### config.mk
export PLATFORM = sky130hd
export DESIGN_NAME = cspc_core_regs
export DESIGN_NICKNAME = d
export VERILOG_FILES = /design/src/verilog/cspc_core_regs.v /design/src/verilog/cspc_return_stack.v
export VERILOG_INCLUDE_DIRS = /design/src /design/src/verilog
export SDC_FILE = /design/constraint.sdc
export NUM_CORES = 1
export LEC_CHECK = 0
export ABC_AREA = 1
export BUFFER_PORTS_ARGS = -buffer_cell sky130_fd_sc_hd__buf_2
export CORE_ASPECT_RATIO = 1.1
export CORE_UTILIZATION = 26
export CTS_BUF_LIST = sky130_fd_sc_hd__clkbuf_4 sky130_fd_sc_hd__clkbuf_8
export DETAILED_ROUTE_END_ITERATION = 6
export PLACE_DENSITY = 0.49
export SLEW_MARGIN = 40
export SYNTH_ARGS = -nofsm -noshare
export SYNTH_HDL_FRONTEND = slang
export SYNTH_SLANG_ARGS = --single-unit
### constraint.sdc
create_clock -name pclk -period 3.7 [get_ports pclk]
set_input_delay 0.74 -clock pclk [delete_from_list [all_inputs] [get_ports pclk]]
set_output_delay 0.74 -clock pclk [all_outputs]
set_load 0.02 [all_outputs]
### src/verilog/cspc_defines.vh
// Offsets, field positions, reset values for the core status/control block
`ifndef CSPC_DEFINES_VH
`define CSPC_DEFINES_VH
`define CSPC_ADDR_STATUS 12'h00c
`define CSPC_ADDR_PCL 12'h008
`define CSPC_ADDR_PC_UPPER_HOLDING 12'h028
`define CSPC_ADDR_INTFL 12'h02c
`define CSPC_ADDR_OPTION 12'h204
`define CSPC_ADDR_PWR 12'h238
`define CSPC_ADDR_CORE_CTRL 12'h400
`define CSPC_ADDR_PC_STATE 12'h404
`define CSPC_ADDR_EVENT 12'h408
`define CSPC_IDX_STATUS 8'h03
`define CSPC_IDX_PCL 8'h02
`define CSPC_IDX_PC_UPPER_HOLDING 8'h0a
`define CSPC_IDX_INTFL 8'h0b
`define CSPC_IDX_OPTION 8'h81
`define CSPC_IDX_PWR 8'h8e
`define CSPC_ST_CARRY 0
`define CSPC_ST_HALF 1
`define CSPC_ST_ZERO 2
`define CSPC_ST_SLEEP 3
`define CSPC_ST_WDEXP 4
`define CSPC_ST_BANK_LO 5
`define CSPC_ST_BANK_HI 6
`define CSPC_ST_IND 7
`define CSPC_OPT_RESET 8'hff
`define CSPC_INT_GIE 7
`define CSPC_INT_TIE 5
`define CSPC_INT_EIE 4
`define CSPC_INT_PIE 3
`define CSPC_INT_TF 2
`define CSPC_INT_EF 1
`define CSPC_INT_PF 0
`define CSPC_PWR_BIT 1
`define CSPC_STACK_DEPTH 8
`define CSPC_PC_W 13
`define CSPC_OP_NONE 3'h0
`define CSPC_OP_CALL 3'h1
`define CSPC_OP_GOTO 3'h2
`define CSPC_OP_RET 3'h3
`define CSPC_OP_IRQ 3'h4
`define CSPC_OP_INC 3'h5
`define CSPC_IRQ_VECTOR 13'h0004
`define CSPC_ALU_NONE 2'h0
`define CSPC_ALU_ZERO 2'h1
`define CSPC_ALU_ARITH 2'h2
`define CSPC_ALU_ROT 2'h3
`endif

### src/verilog/cspc_core_regs.v
// Core status, option, interrupt, power and program counter registers
// Function
// - Flag-updating writes keep ALU flags
// - Watchdog and sleep flags hardware-only
// - Two-bit bank select picks data bank
// - Zero flag reflects zero result
// - Half carry from bit three
// - Carry from top bit, inverted borrow
// - Rotates load carry from shifted bit
// - Pull-up disable bit gates pull-ups
// - Edge select picks external interrupt edge
// - Timer clock and edge selects
// - Prescaler assignment bit
// - Prescaler rate doubling per step
// - Flags set regardless of enables
// - Global enable gates unmasked interrupts
// - Timer and external flags software-cleared
// - Port change flag software-cleared
// - Power status bit cleared at power-up
// - Thirteen-bit counter cleared by reset
// - Upper counter from holding latch
// - Stack pushes and pops counter
// - Stack wraps, no overflow status
`timescale 1ns/100ps
`include "cspc_defines.vh"
module cspc_core_regs (
	input wire pclk,
	input wire presetn,
	input wire por_event,
	input wire psel,
	input wire penable,
	input wire pwrite,
	input wire [11:0] paddr,
	input wire [31:0] pwdata,
	output wire pready,
	output reg [31:0] prdata,
	output wire pslverr,
	input wire [2:0] pc_op,
	input wire [10:0] pc_target,
	input wire [1:0] alu_kind,
	input wire alu_sub,
	input wire alu_rot_left,
	input wire [7:0] alu_a,
	input wire [7:0] alu_b,
	input wire clear_watchdog_instr,
	input wire sleep_instr,
	input wire watchdog_expiry,
	input wire timer_overflow,
	input wire ext_irq_pin,
	input wire [3:0] upper_port_pins,
	input wire [3:0] port_dir_in,
	input wire [3:0] port_read_latch,
	input wire port_read,
	output reg [7:0] alu_result,
	output reg [12:0] pc,
	output reg [1:0] bank_select,
	output reg pullup_disable,
	output reg timer_clock_select,
	output reg timer_edge_select,
	output reg prescaler_target,
	output reg [2:0] prescaler_rate,
	output reg [8:0] timer_div,
	output reg [7:0] watchdog_div,
	output reg irq_request
);
	reg [7:0] status_r;
	reg [7:0] option_r;
	reg [7:0] intfl_r;
	reg pwr_r;
	reg [4:0] holding_r;
	reg [12:0] pc_r;
	reg ext_prev_r;
	reg [3:0] port_prev_r;
	reg [7:0] status_nxt;
	reg [7:0] intfl_nxt;
	reg [12:0] pc_nxt;
	reg [8:0] sum9;
	reg [4:0] sum5;
	reg [7:0] rot;
	reg rot_c;
	wire [12:0] stack_top;
	wire acc = psel & penable;
	wire wr = acc & pwrite;
	wire [7:0] wb = pwdata[7:0];
	wire ext_edge;
	wire port_change;
	wire stack_push = (pc_op == `CSPC_OP_CALL) || (pc_op == `CSPC_OP_IRQ);
	wire stack_pop = (pc_op == `CSPC_OP_RET);
	wire mapped;

	// ---------------------------------------------
	// Bus slave
	// ---------------------------------------------
	assign pready = 1'b1;
	assign mapped = (paddr == `CSPC_ADDR_STATUS) || (paddr == `CSPC_ADDR_PCL) ||
		(paddr == `CSPC_ADDR_PC_UPPER_HOLDING) || (paddr == `CSPC_ADDR_INTFL) ||
		(paddr == `CSPC_ADDR_OPTION) || (paddr == `CSPC_ADDR_PWR) ||
		(paddr == `CSPC_ADDR_PC_STATE);
	assign pslverr = acc & ~mapped;

	always @*
	begin
		case (paddr)
			`CSPC_ADDR_STATUS: prdata = {24'h000000, status_r};
			`CSPC_ADDR_PCL: prdata = {24'h000000, pc_r[7:0]};
			`CSPC_ADDR_PC_UPPER_HOLDING: prdata = {27'h0000000, holding_r};
			`CSPC_ADDR_INTFL: prdata = {24'h000000, intfl_r};
			`CSPC_ADDR_OPTION: prdata = {24'h000000, option_r};
			`CSPC_ADDR_PWR: prdata = {30'h00000000, pwr_r, 1'b0};
			`CSPC_ADDR_PC_STATE: prdata = {19'h00000, pc_r};
			default: prdata = 32'h00000000;
		endcase
	end

	// ---------------------------------------------
	// ALU flag logic
	// ---------------------------------------------
	always @*
	begin
		sum9 = {1'b0, alu_a} + (alu_sub ? {1'b0, ~alu_b} + 9'h001 : {1'b0, alu_b});
		sum5 = {1'b0, alu_a[3:0]} + (alu_sub ? {1'b0, ~alu_b[3:0]} + 5'h01 : {1'b0, alu_b[3:0]});
		rot = alu_rot_left ? {alu_a[6:0], status_r[`CSPC_ST_CARRY]} :
			{status_r[`CSPC_ST_CARRY], alu_a[7:1]};
		rot_c = alu_rot_left ? alu_a[7] : alu_a[0];
		case (alu_kind)
			`CSPC_ALU_ARITH: alu_result = sum9[7:0];
			`CSPC_ALU_ROT: alu_result = rot;
			default: alu_result = alu_a;
		endcase
	end

	always @*
	begin
		status_nxt = status_r;
		if (wr && paddr == `CSPC_ADDR_STATUS)
		begin
			// Hardware-only flags stay; all three ALU flags ignore the write during any ALU op
			status_nxt[7:5] = wb[7:5];
			if (alu_kind == `CSPC_ALU_NONE)
				status_nxt[2:0] = wb[2:0];
		end
		case (alu_kind)
			`CSPC_ALU_ZERO:
				status_nxt[`CSPC_ST_ZERO] = (alu_a == 8'h00);
			`CSPC_ALU_ARITH:
			begin
				status_nxt[`CSPC_ST_ZERO] = (sum9[7:0] == 8'h00);
				status_nxt[`CSPC_ST_HALF] = sum5[4];
				status_nxt[`CSPC_ST_CARRY] = sum9[8];
			end
			`CSPC_ALU_ROT:
				status_nxt[`CSPC_ST_CARRY] = rot_c;
			default:
				status_nxt[`CSPC_ST_CARRY] = status_nxt[`CSPC_ST_CARRY];
		endcase
		// Sleep and clear-watchdog win over an expiry in the same cycle
		if (clear_watchdog_instr)
		begin
			status_nxt[`CSPC_ST_WDEXP] = 1'b1;
			status_nxt[`CSPC_ST_SLEEP] = 1'b1;
		end
		else if (sleep_instr)
		begin
			status_nxt[`CSPC_ST_WDEXP] = 1'b1;
			status_nxt[`CSPC_ST_SLEEP] = 1'b0;
		end
		else if (watchdog_expiry)
			status_nxt[`CSPC_ST_WDEXP] = 1'b0;
	end

	always @(posedge pclk or negedge presetn)
	begin
		if (!presetn)
			status_r <= 8'h18;
		else if (por_event)
			status_r <= 8'h18;
		else
			status_r <= status_nxt;
	end

	// ---------------------------------------------
	// Option register
	// ---------------------------------------------
	always @(posedge pclk or negedge presetn)
	begin
		if (!presetn)
			option_r <= `CSPC_OPT_RESET;
		// Power-up event restores the reset value, like the pin reset
		else if (por_event)
			option_r <= `CSPC_OPT_RESET;
		else if (wr && paddr == `CSPC_ADDR_OPTION)
			option_r <= wb;
	end

	always @*
	begin
		pullup_disable = option_r[7];
		timer_clock_select = option_r[5];
		timer_edge_select = option_r[4];
		prescaler_target = option_r[3];
		prescaler_rate = option_r[2:0];
		bank_select = status_r[6:5];
		// Timer direct when prescaler is on the watchdog
		timer_div = option_r[3] ? 9'h001 : (9'h002 << option_r[2:0]);
		watchdog_div = option_r[3] ? (8'h01 << option_r[2:0]) : 8'h01;
	end

	// ---------------------------------------------
	// Interrupt flags
	// ---------------------------------------------
	// Edge select: one rising, zero falling
	assign ext_edge = option_r[6] ? (ext_irq_pin & ~ext_prev_r) : (~ext_irq_pin & ext_prev_r);
	// Mismatch against the latch from the last port read, inputs only
	assign port_change = |((upper_port_pins ^ port_prev_r) & port_dir_in);

	always @*
	begin
		intfl_nxt = intfl_r;
		if (wr && paddr == `CSPC_ADDR_INTFL)
			intfl_nxt = {wb[7], 1'b0, wb[5:0]};
		// Sets win over a software clear
		if (timer_overflow)
			intfl_nxt[`CSPC_INT_TF] = 1'b1;
		if (ext_edge)
			intfl_nxt[`CSPC_INT_EF] = 1'b1;
		if (port_change)
			intfl_nxt[`CSPC_INT_PF] = 1'b1;
		// Hardware clears the global enable on the vector branch
		if (pc_op == `CSPC_OP_IRQ)
			intfl_nxt[`CSPC_INT_GIE] = 1'b0;
		else if (stack_pop && pc_target[0])
			intfl_nxt[`CSPC_INT_GIE] = 1'b1;
	end

	always @(posedge pclk or negedge presetn)
	begin
		if (!presetn)
		begin
			intfl_r <= 8'h00;
			ext_prev_r <= 1'b0;
			port_prev_r <= 4'h0;
		end
		else
		begin
			// Power-up event clears enables and flags together
			intfl_r <= por_event ? 8'h00 : intfl_nxt;
			ext_prev_r <= ext_irq_pin;
			if (port_read)
				port_prev_r <= port_read_latch;
		end
	end

	always @*
	begin
		irq_request = intfl_r[`CSPC_INT_GIE] &
			|(intfl_r[5:3] & intfl_r[2:0]);
	end

	// ---------------------------------------------
	// Power status
	// ---------------------------------------------
	always @(posedge pclk or negedge presetn)
	begin
		if (!presetn)
			pwr_r <= 1'b0;
		else if (por_event)
			pwr_r <= 1'b0;
		else if (wr && paddr == `CSPC_ADDR_PWR)
			pwr_r <= wb[`CSPC_PWR_BIT];
	end

	// ---------------------------------------------
	// Program counter and holding latch
	// ---------------------------------------------
	always @*
	begin
		pc_nxt = pc_r;
		case (pc_op)
			`CSPC_OP_INC: pc_nxt = pc_r + 13'h0001;
			`CSPC_OP_CALL, `CSPC_OP_GOTO: pc_nxt = {holding_r[4:3], pc_target};
			`CSPC_OP_RET: pc_nxt = stack_top;
			`CSPC_OP_IRQ: pc_nxt = `CSPC_IRQ_VECTOR;
			default: pc_nxt = pc_r;
		endcase
		if (wr && paddr == `CSPC_ADDR_PCL)
			pc_nxt = {holding_r, wb};
	end

	always @(posedge pclk or negedge presetn)
	begin
		if (!presetn)
		begin
			pc_r <= 13'h0000;
			holding_r <= 5'h00;
		end
		else if (por_event)
		begin
			pc_r <= 13'h0000;
			holding_r <= 5'h00;
		end
		else
		begin
			pc_r <= pc_nxt;
			if (wr && paddr == `CSPC_ADDR_PC_UPPER_HOLDING)
				holding_r <= wb[4:0];
		end
	end

	always @*
	begin
		pc = pc_r;
	end

	// Return address is the next instruction
	cspc_return_stack u_stack (
		.pclk(pclk),
		.presetn(presetn),
		.push(stack_push),
		.pop(stack_pop),
		.push_data(pc_r + 13'h0001),
		.top_data(stack_top)
	);
endmodule // cspc_core_regs

### src/verilog/cspc_return_stack.v
// Eight-entry circular return stack
`timescale 1ns/100ps
`include "cspc_defines.vh"
module cspc_return_stack (
	input wire pclk,
	input wire presetn,
	input wire push,
	input wire pop,
	input wire [12:0] push_data,
	output wire [12:0] top_data
);
	reg [12:0] mem [0:`CSPC_STACK_DEPTH-1];
	reg [2:0] ptr_r;
	wire [2:0] below = ptr_r - 3'h1;
	genvar i;
	// ---------------------------------------------
	// Entries
	// ---------------------------------------------
	generate
		for (i = 0; i < `CSPC_STACK_DEPTH; i = i + 1)
		begin : g_ent
			always @(posedge pclk or negedge presetn)
			begin
				if (!presetn)
					mem[i] <= 13'h0000;
				else if (push && ptr_r == i)
					mem[i] <= push_data;
			end
		end
	endgenerate
	// Pointer wraps silently, no overflow flag
	always @(posedge pclk or negedge presetn)
	begin
		if (!presetn)
			ptr_r <= 3'h0;
		else if (push)
			ptr_r <= ptr_r + 3'h1;
		else if (pop)
			ptr_r <= below;
	end
	assign top_data = mem[below];
endmodule // cspc_return_stack

Word level (Yosys, flattened, before mapping) --
Index checks and enable logic that the tools add are counted.
Word-level totals: bits in registers 155, input port bits 102, output and inout port bits 82
Cells by class: add/sub/neg operators 7, magnitude comparators 1, equal/unequal tests 22, shifts and indexed selects 2, multiplexer cells 41, bitwise gates (word level) 15, reduce and logical (&&, ||, !) cells 51
Operators by type and width (number):
- $pmux W13 S7 | 1
- $mux W8 | 7
- $mux W13 | 4
- $pmux W13 S4 | 1
- $bmux W13 S3 | 1
- $eq A12 B10 Y1 const B | 2
- $eq A12 B4 Y1 const B | 2
- $eq A12 B6 Y1 const B | 2
- $reduce_bool A4 Y1 | 6
- $eq A3 B3 Y1 const B | 6
- $mux W9 | 2
- $reduce_bool A3 Y1 | 6
- $logic_not A8 Y1 | 2
- $pmux W8 S2 | 1
- $logic_and A1 B1 Y1 | 15
- $mux W3 | 5
- $mux W5 | 3
- $add A13 B1 Y13 const B | 1
- $mux W1 | 13
- $eq A12 B11 Y1 const B | 1
- $eq A3 B2 Y1 const B | 4
- $reduce_bool A2 Y1 | 6
- $add A8 B1 Y9 const B | 1
- $add A8 B9 Y9 | 1
- other kinds (28) | 46

Logic depth before layout (Yosys ltp) --
depth in word-level cells 9, mapped depth 19, mapped depth without buffers 19

Cells and area by module --
A second synthesis with hierarchy kept.
Unflattened totals: cell total of the unflattened synthesis 1431, area, all modules 10053.4 µm²
By module, submodules not included:
- cspc_return_stack | times used 1, cells each 720, area each 5496.5 µm², sequential area each 2677.6 µm²
- cspc_core_regs | times used 1, cells each 711, area each 4556.9 µm², sequential area each 1188.6 µm²

Least setup slack after synthesis --
OpenSTA, ideal clock, no wires.
kind in2out, start point input port alu_b[1], end point output port alu_result[7], arrival time 2603 ps, data required time 2960 ps, path slack 357 ps, stages on the path 15, buffers on the path 0, path through inv_1 ha_1 nand2_1 nor2_1 nand3_1 nand2_1 xor2_1 ha_1 nand2_1 inv_1 a21oi_1 nand2_1 nand2_1 nand2_1 o221ai_1
Between the ends: word-level cells in the longest chain between the ends 5
Ends and longest elaborated chain:
- from (decl) | line cspc_core_regs.v:44 | input wire [7:0] alu_b,
- $not A8 Y8 | line cspc_core_regs.v:120 | sum9 = {1'b0, alu_a} + (alu_sub ? {1'b0, ~alu_b} + 9'h001 : {1'b0, alu_b});
- $add A8 B1 Y9 | line cspc_core_regs.v:120
- $mux W9 * | line cspc_core_regs.v:120
- $add A8 B9 Y9 * | line cspc_core_regs.v:120
- $pmux W8 S2 * | line cspc_core_regs.v:125 | case (alu_kind)
- to (decl) | line cspc_core_regs.v:54 | output reg [7:0] alu_result,
Mark *: on every way between the ends. The rest lies on a longest branch, timed or not.

Worst setup path in the final report --
Same ends and word-level chain as after synthesis.

==> out/metrics.cfg <==
[outcome]
outcome = finished, final reports clean

[die]
coreArea_mm2 = 0.0353
rows = 72
die-height_um = 201
initial_utilization_pct = 26.4
ioPinCount = 184
die_area_mm2 = 0.0367
fp.dieW_um = 183

[timing]
min_period_over_period_pct = 94.0
finalSetupTns_ns = 0
slew_headroom_pct = 46.9
min_period_ns = 3.48
fin_skew_ns = 0.0222
finalHoldViolations = 0
hold-worst-slack_ns = 0.259
tightest_slew_ns = 0.791
finalMaxSlewViolations = 0
fmax_mhz = 288
setup_viol = 0
rsz0062_at_grt = no

[global_route]
grt_use_total_pct = 17.3
grt_most_used_layer = met2
grt_pass1_wl_um = 49100
grt_max_degree = 67
first_global_vias = 8777
use_met1_pct = 23.4
antenna_found_initial = 0
grt_overflow = 0
use_met2_pct = 28.9
use_met3_pct = 2.70

[cells_and_area]
drive_above_1_share_pct = 16.1
fin_nets = 1558
syn_to_final_growth_pct = 17.5
antenna_cells = 0

[logic_synthesis]
synth_most_common_cell = nand2_1
yosys-top-cells-count = nand2_1 (385), o21ai_0 (184), dfrtp_1 (144), inv_1 (141), nor2_1 (114)
yosysTopAreaCell = dfrtp_1
yosysTopAreaCellShare_pct = 38.6
synth_async_sr_flop_share_pct = 100
yosys_most_used_dff = dfrtp_1
ys_ff_latch = 154
synthCells = 1304
synthTopCellsByArea = dfrtp_1 (39%), nand2_1 (15%), o21ai_0 (9.9%)
synth_edf_count = 0
syn_area_per_cell_um2 = 7.16
ys_seq_area_share_pct = 41.4
ys.warnings.count = 0
ys_types = 45
syn_area_mm2 = 0.00934

[hold_path]
hold_class = input pin to asynchronous set/reset pin

[route]
drtIter0Drc = 658
firstDrtPassIters = 5
vias = 8951
routed_via_density = 4.64
avgRoutedWirePerCell_um = 16.0
drt_wl_total_um = 30800
antenna_left = 0
drcViolationCount = 0

[worst_setup_path]
worstPathArrival_ns = 2.74
path_class = input pin to output pin
cp-start-kind = input pin
endpoint_kind = output pin
critical_path.max_fanout = 4
cp_data_required_time_ns = 2.96

[clock_network]
htreeDepth = 4
clock-sinks = 154
cts_tree = yes
clk_path_buf_depth = 2
root_buffer = clkbuf_8
numCtsBuffers = 17
postCtsHoldBufs = 0
clock_latency_ns = 0.48
cts.clk_slew.worst_paths_ns = 0.11

[placed_design]
place_hpwl_um = 22500
gp_congestion = 0.829
portBuffers = 139

[run]
cap_violations = 0

[power]
p_leak_nw = 5.50
vdd_ir_drop_max_mv = 0.369
power_density_mw_per_mm2 = 589

-- sequential cells by signal (all words and copies together) (netlist names) --
signal and flops:
ext_prev_r 1, holding_r 5, intfl_r 7, option_r 8, pc 13, port_prev_r 4, pwr_r 1, status_r 8
u_stack.mem 104, u_stack.ptr_r 3
-- report_power, final --
group / switching, W / internal [W] / leakage [nW]
logic: 0.00169 / 0.000815 / 3.28
registers: 0.000340 / 0.00221 / 2.01
clock network: 0.000715 / 0.000702 / 0.212
-- cell families (layout without fill, tap and decap cells) --
kind of cell | count (synthesis) | in the layout | share of synthesized area (%)
AO/OA/AOI/OAI | 283 | 283 | 16.4
AND/OR/NAND/NOR | 609 | 609 | 27.3
buffers and inverters | 216 | 341 | 9.90
flip-flops | 154 | 154 | 41.4
multiplexers | 4 | 4 | 0.482
XOR/XNOR | 14 | 14 | 1.39
other | 2 | 20 | 0.0804
adder cells (fa/ha/maj) | 22 | 22 | 3.03
-- per-stage QoR --
stage	instances	util [%]	setup WS, ns	instance area, um2	total power, W
final	1928	31.1	0.223	11000	0.00647
after global placement	1895	29.8	0.155	10500	0.00505
after floorplan	1322	-	0.357	9410	0.00424
after detailed placement	1895	29.8	0.168	10500	0.00508
after CTS	1927	31.0	0.164	11000	0.00651
after global routing	1928	31.1	0.00275	11000	0.00700
-- final timing paths --
| path | start | end | slack (ns) | cells after the start |
|---|---|---|---|---|
| min | presetn | u_stack.mem[41]$_DFFE_PN0P_ | 0.26 | 1 |
| min in group pclk | ext_irq_pin | ext_prev_r$_DFF_PN0_ | 0.41 | 1 |
| min reg2reg | u_stack.mem[93]$_DFFE_PN0P_ | u_stack.mem[93]$_DFFE_PN0P_ | 0.48 | 2 |
| max | alu_b[1] | alu_result[7] | 0.22 | 17 |
| max in group asynchronous | presetn | status_r[3]$_DFFE_PN1P_ | 2.58 | 2 |
| max reg2reg | u_stack.ptr_r[0]$_DFFE_PN0P_ | u_stack.mem[95]$_DFFE_PN0P_ | 0.96 | 6 |
-- critical path, stage by stage --
cell	delay [ns]
buf_2	0.10
inv_1	0.06
ha_1	0.18
nand2_2	0.07
nor2_2	0.10
buf_4	0.13
nor2_1	0.04
xor2_1	0.16
ha_1	0.33
nand2_1	0.07
nand2_1	0.07
a21oi_2	0.15
nand2_1	0.06
nand2_1	0.05
nand2_1	0.08
o221ai_1	0.15
buf_2	0.19
-- metal layers --
metal | vias up | routed length [um] | share of wire (%)
met5 | - | 0 | 0
met4 | 0 | 293 | 0.95
met3 | 24 | 1390 | 4.5
met2 | 234 | 14500 | 47
met1 | 4245 | 14600 | 47
li1 | 4448 | - | -
-- area by class of cell --
| type | instances | area [um2] |
|---|---|---|
| clock inverters | 14 | 184 |
| flip-flops and latches | 154 | 3870 |
| inverters | 146 | 548 |
| multi-input cells | 952 | 4640 |
| well taps | 481 | 602 |
| clock buffers | 18 | 248 |
| repair buffers | 163 | 895 |
| fillers | 3968 | 24300 |
-- layout by cell type (no fill, tap or decap), drive strengths merged, types with 12 or more instances in the layout --
cell type	n
nand4	21
ha	21
nand2	386
o21ai	188
clkbuf	18
o211ai	13
a21oi	49
xor2	12
dfrtp	144
buf	163
nand3	58
nor3	16
inv	150
conb	20
nor2	118
-- repair_timing --
action,in CTS,in global routing
endpoints found under the setup margin,0,2
setup buffers,0,1
resized for setup,0,3
No activity file was read; power rests on OpenSTA's default activity.
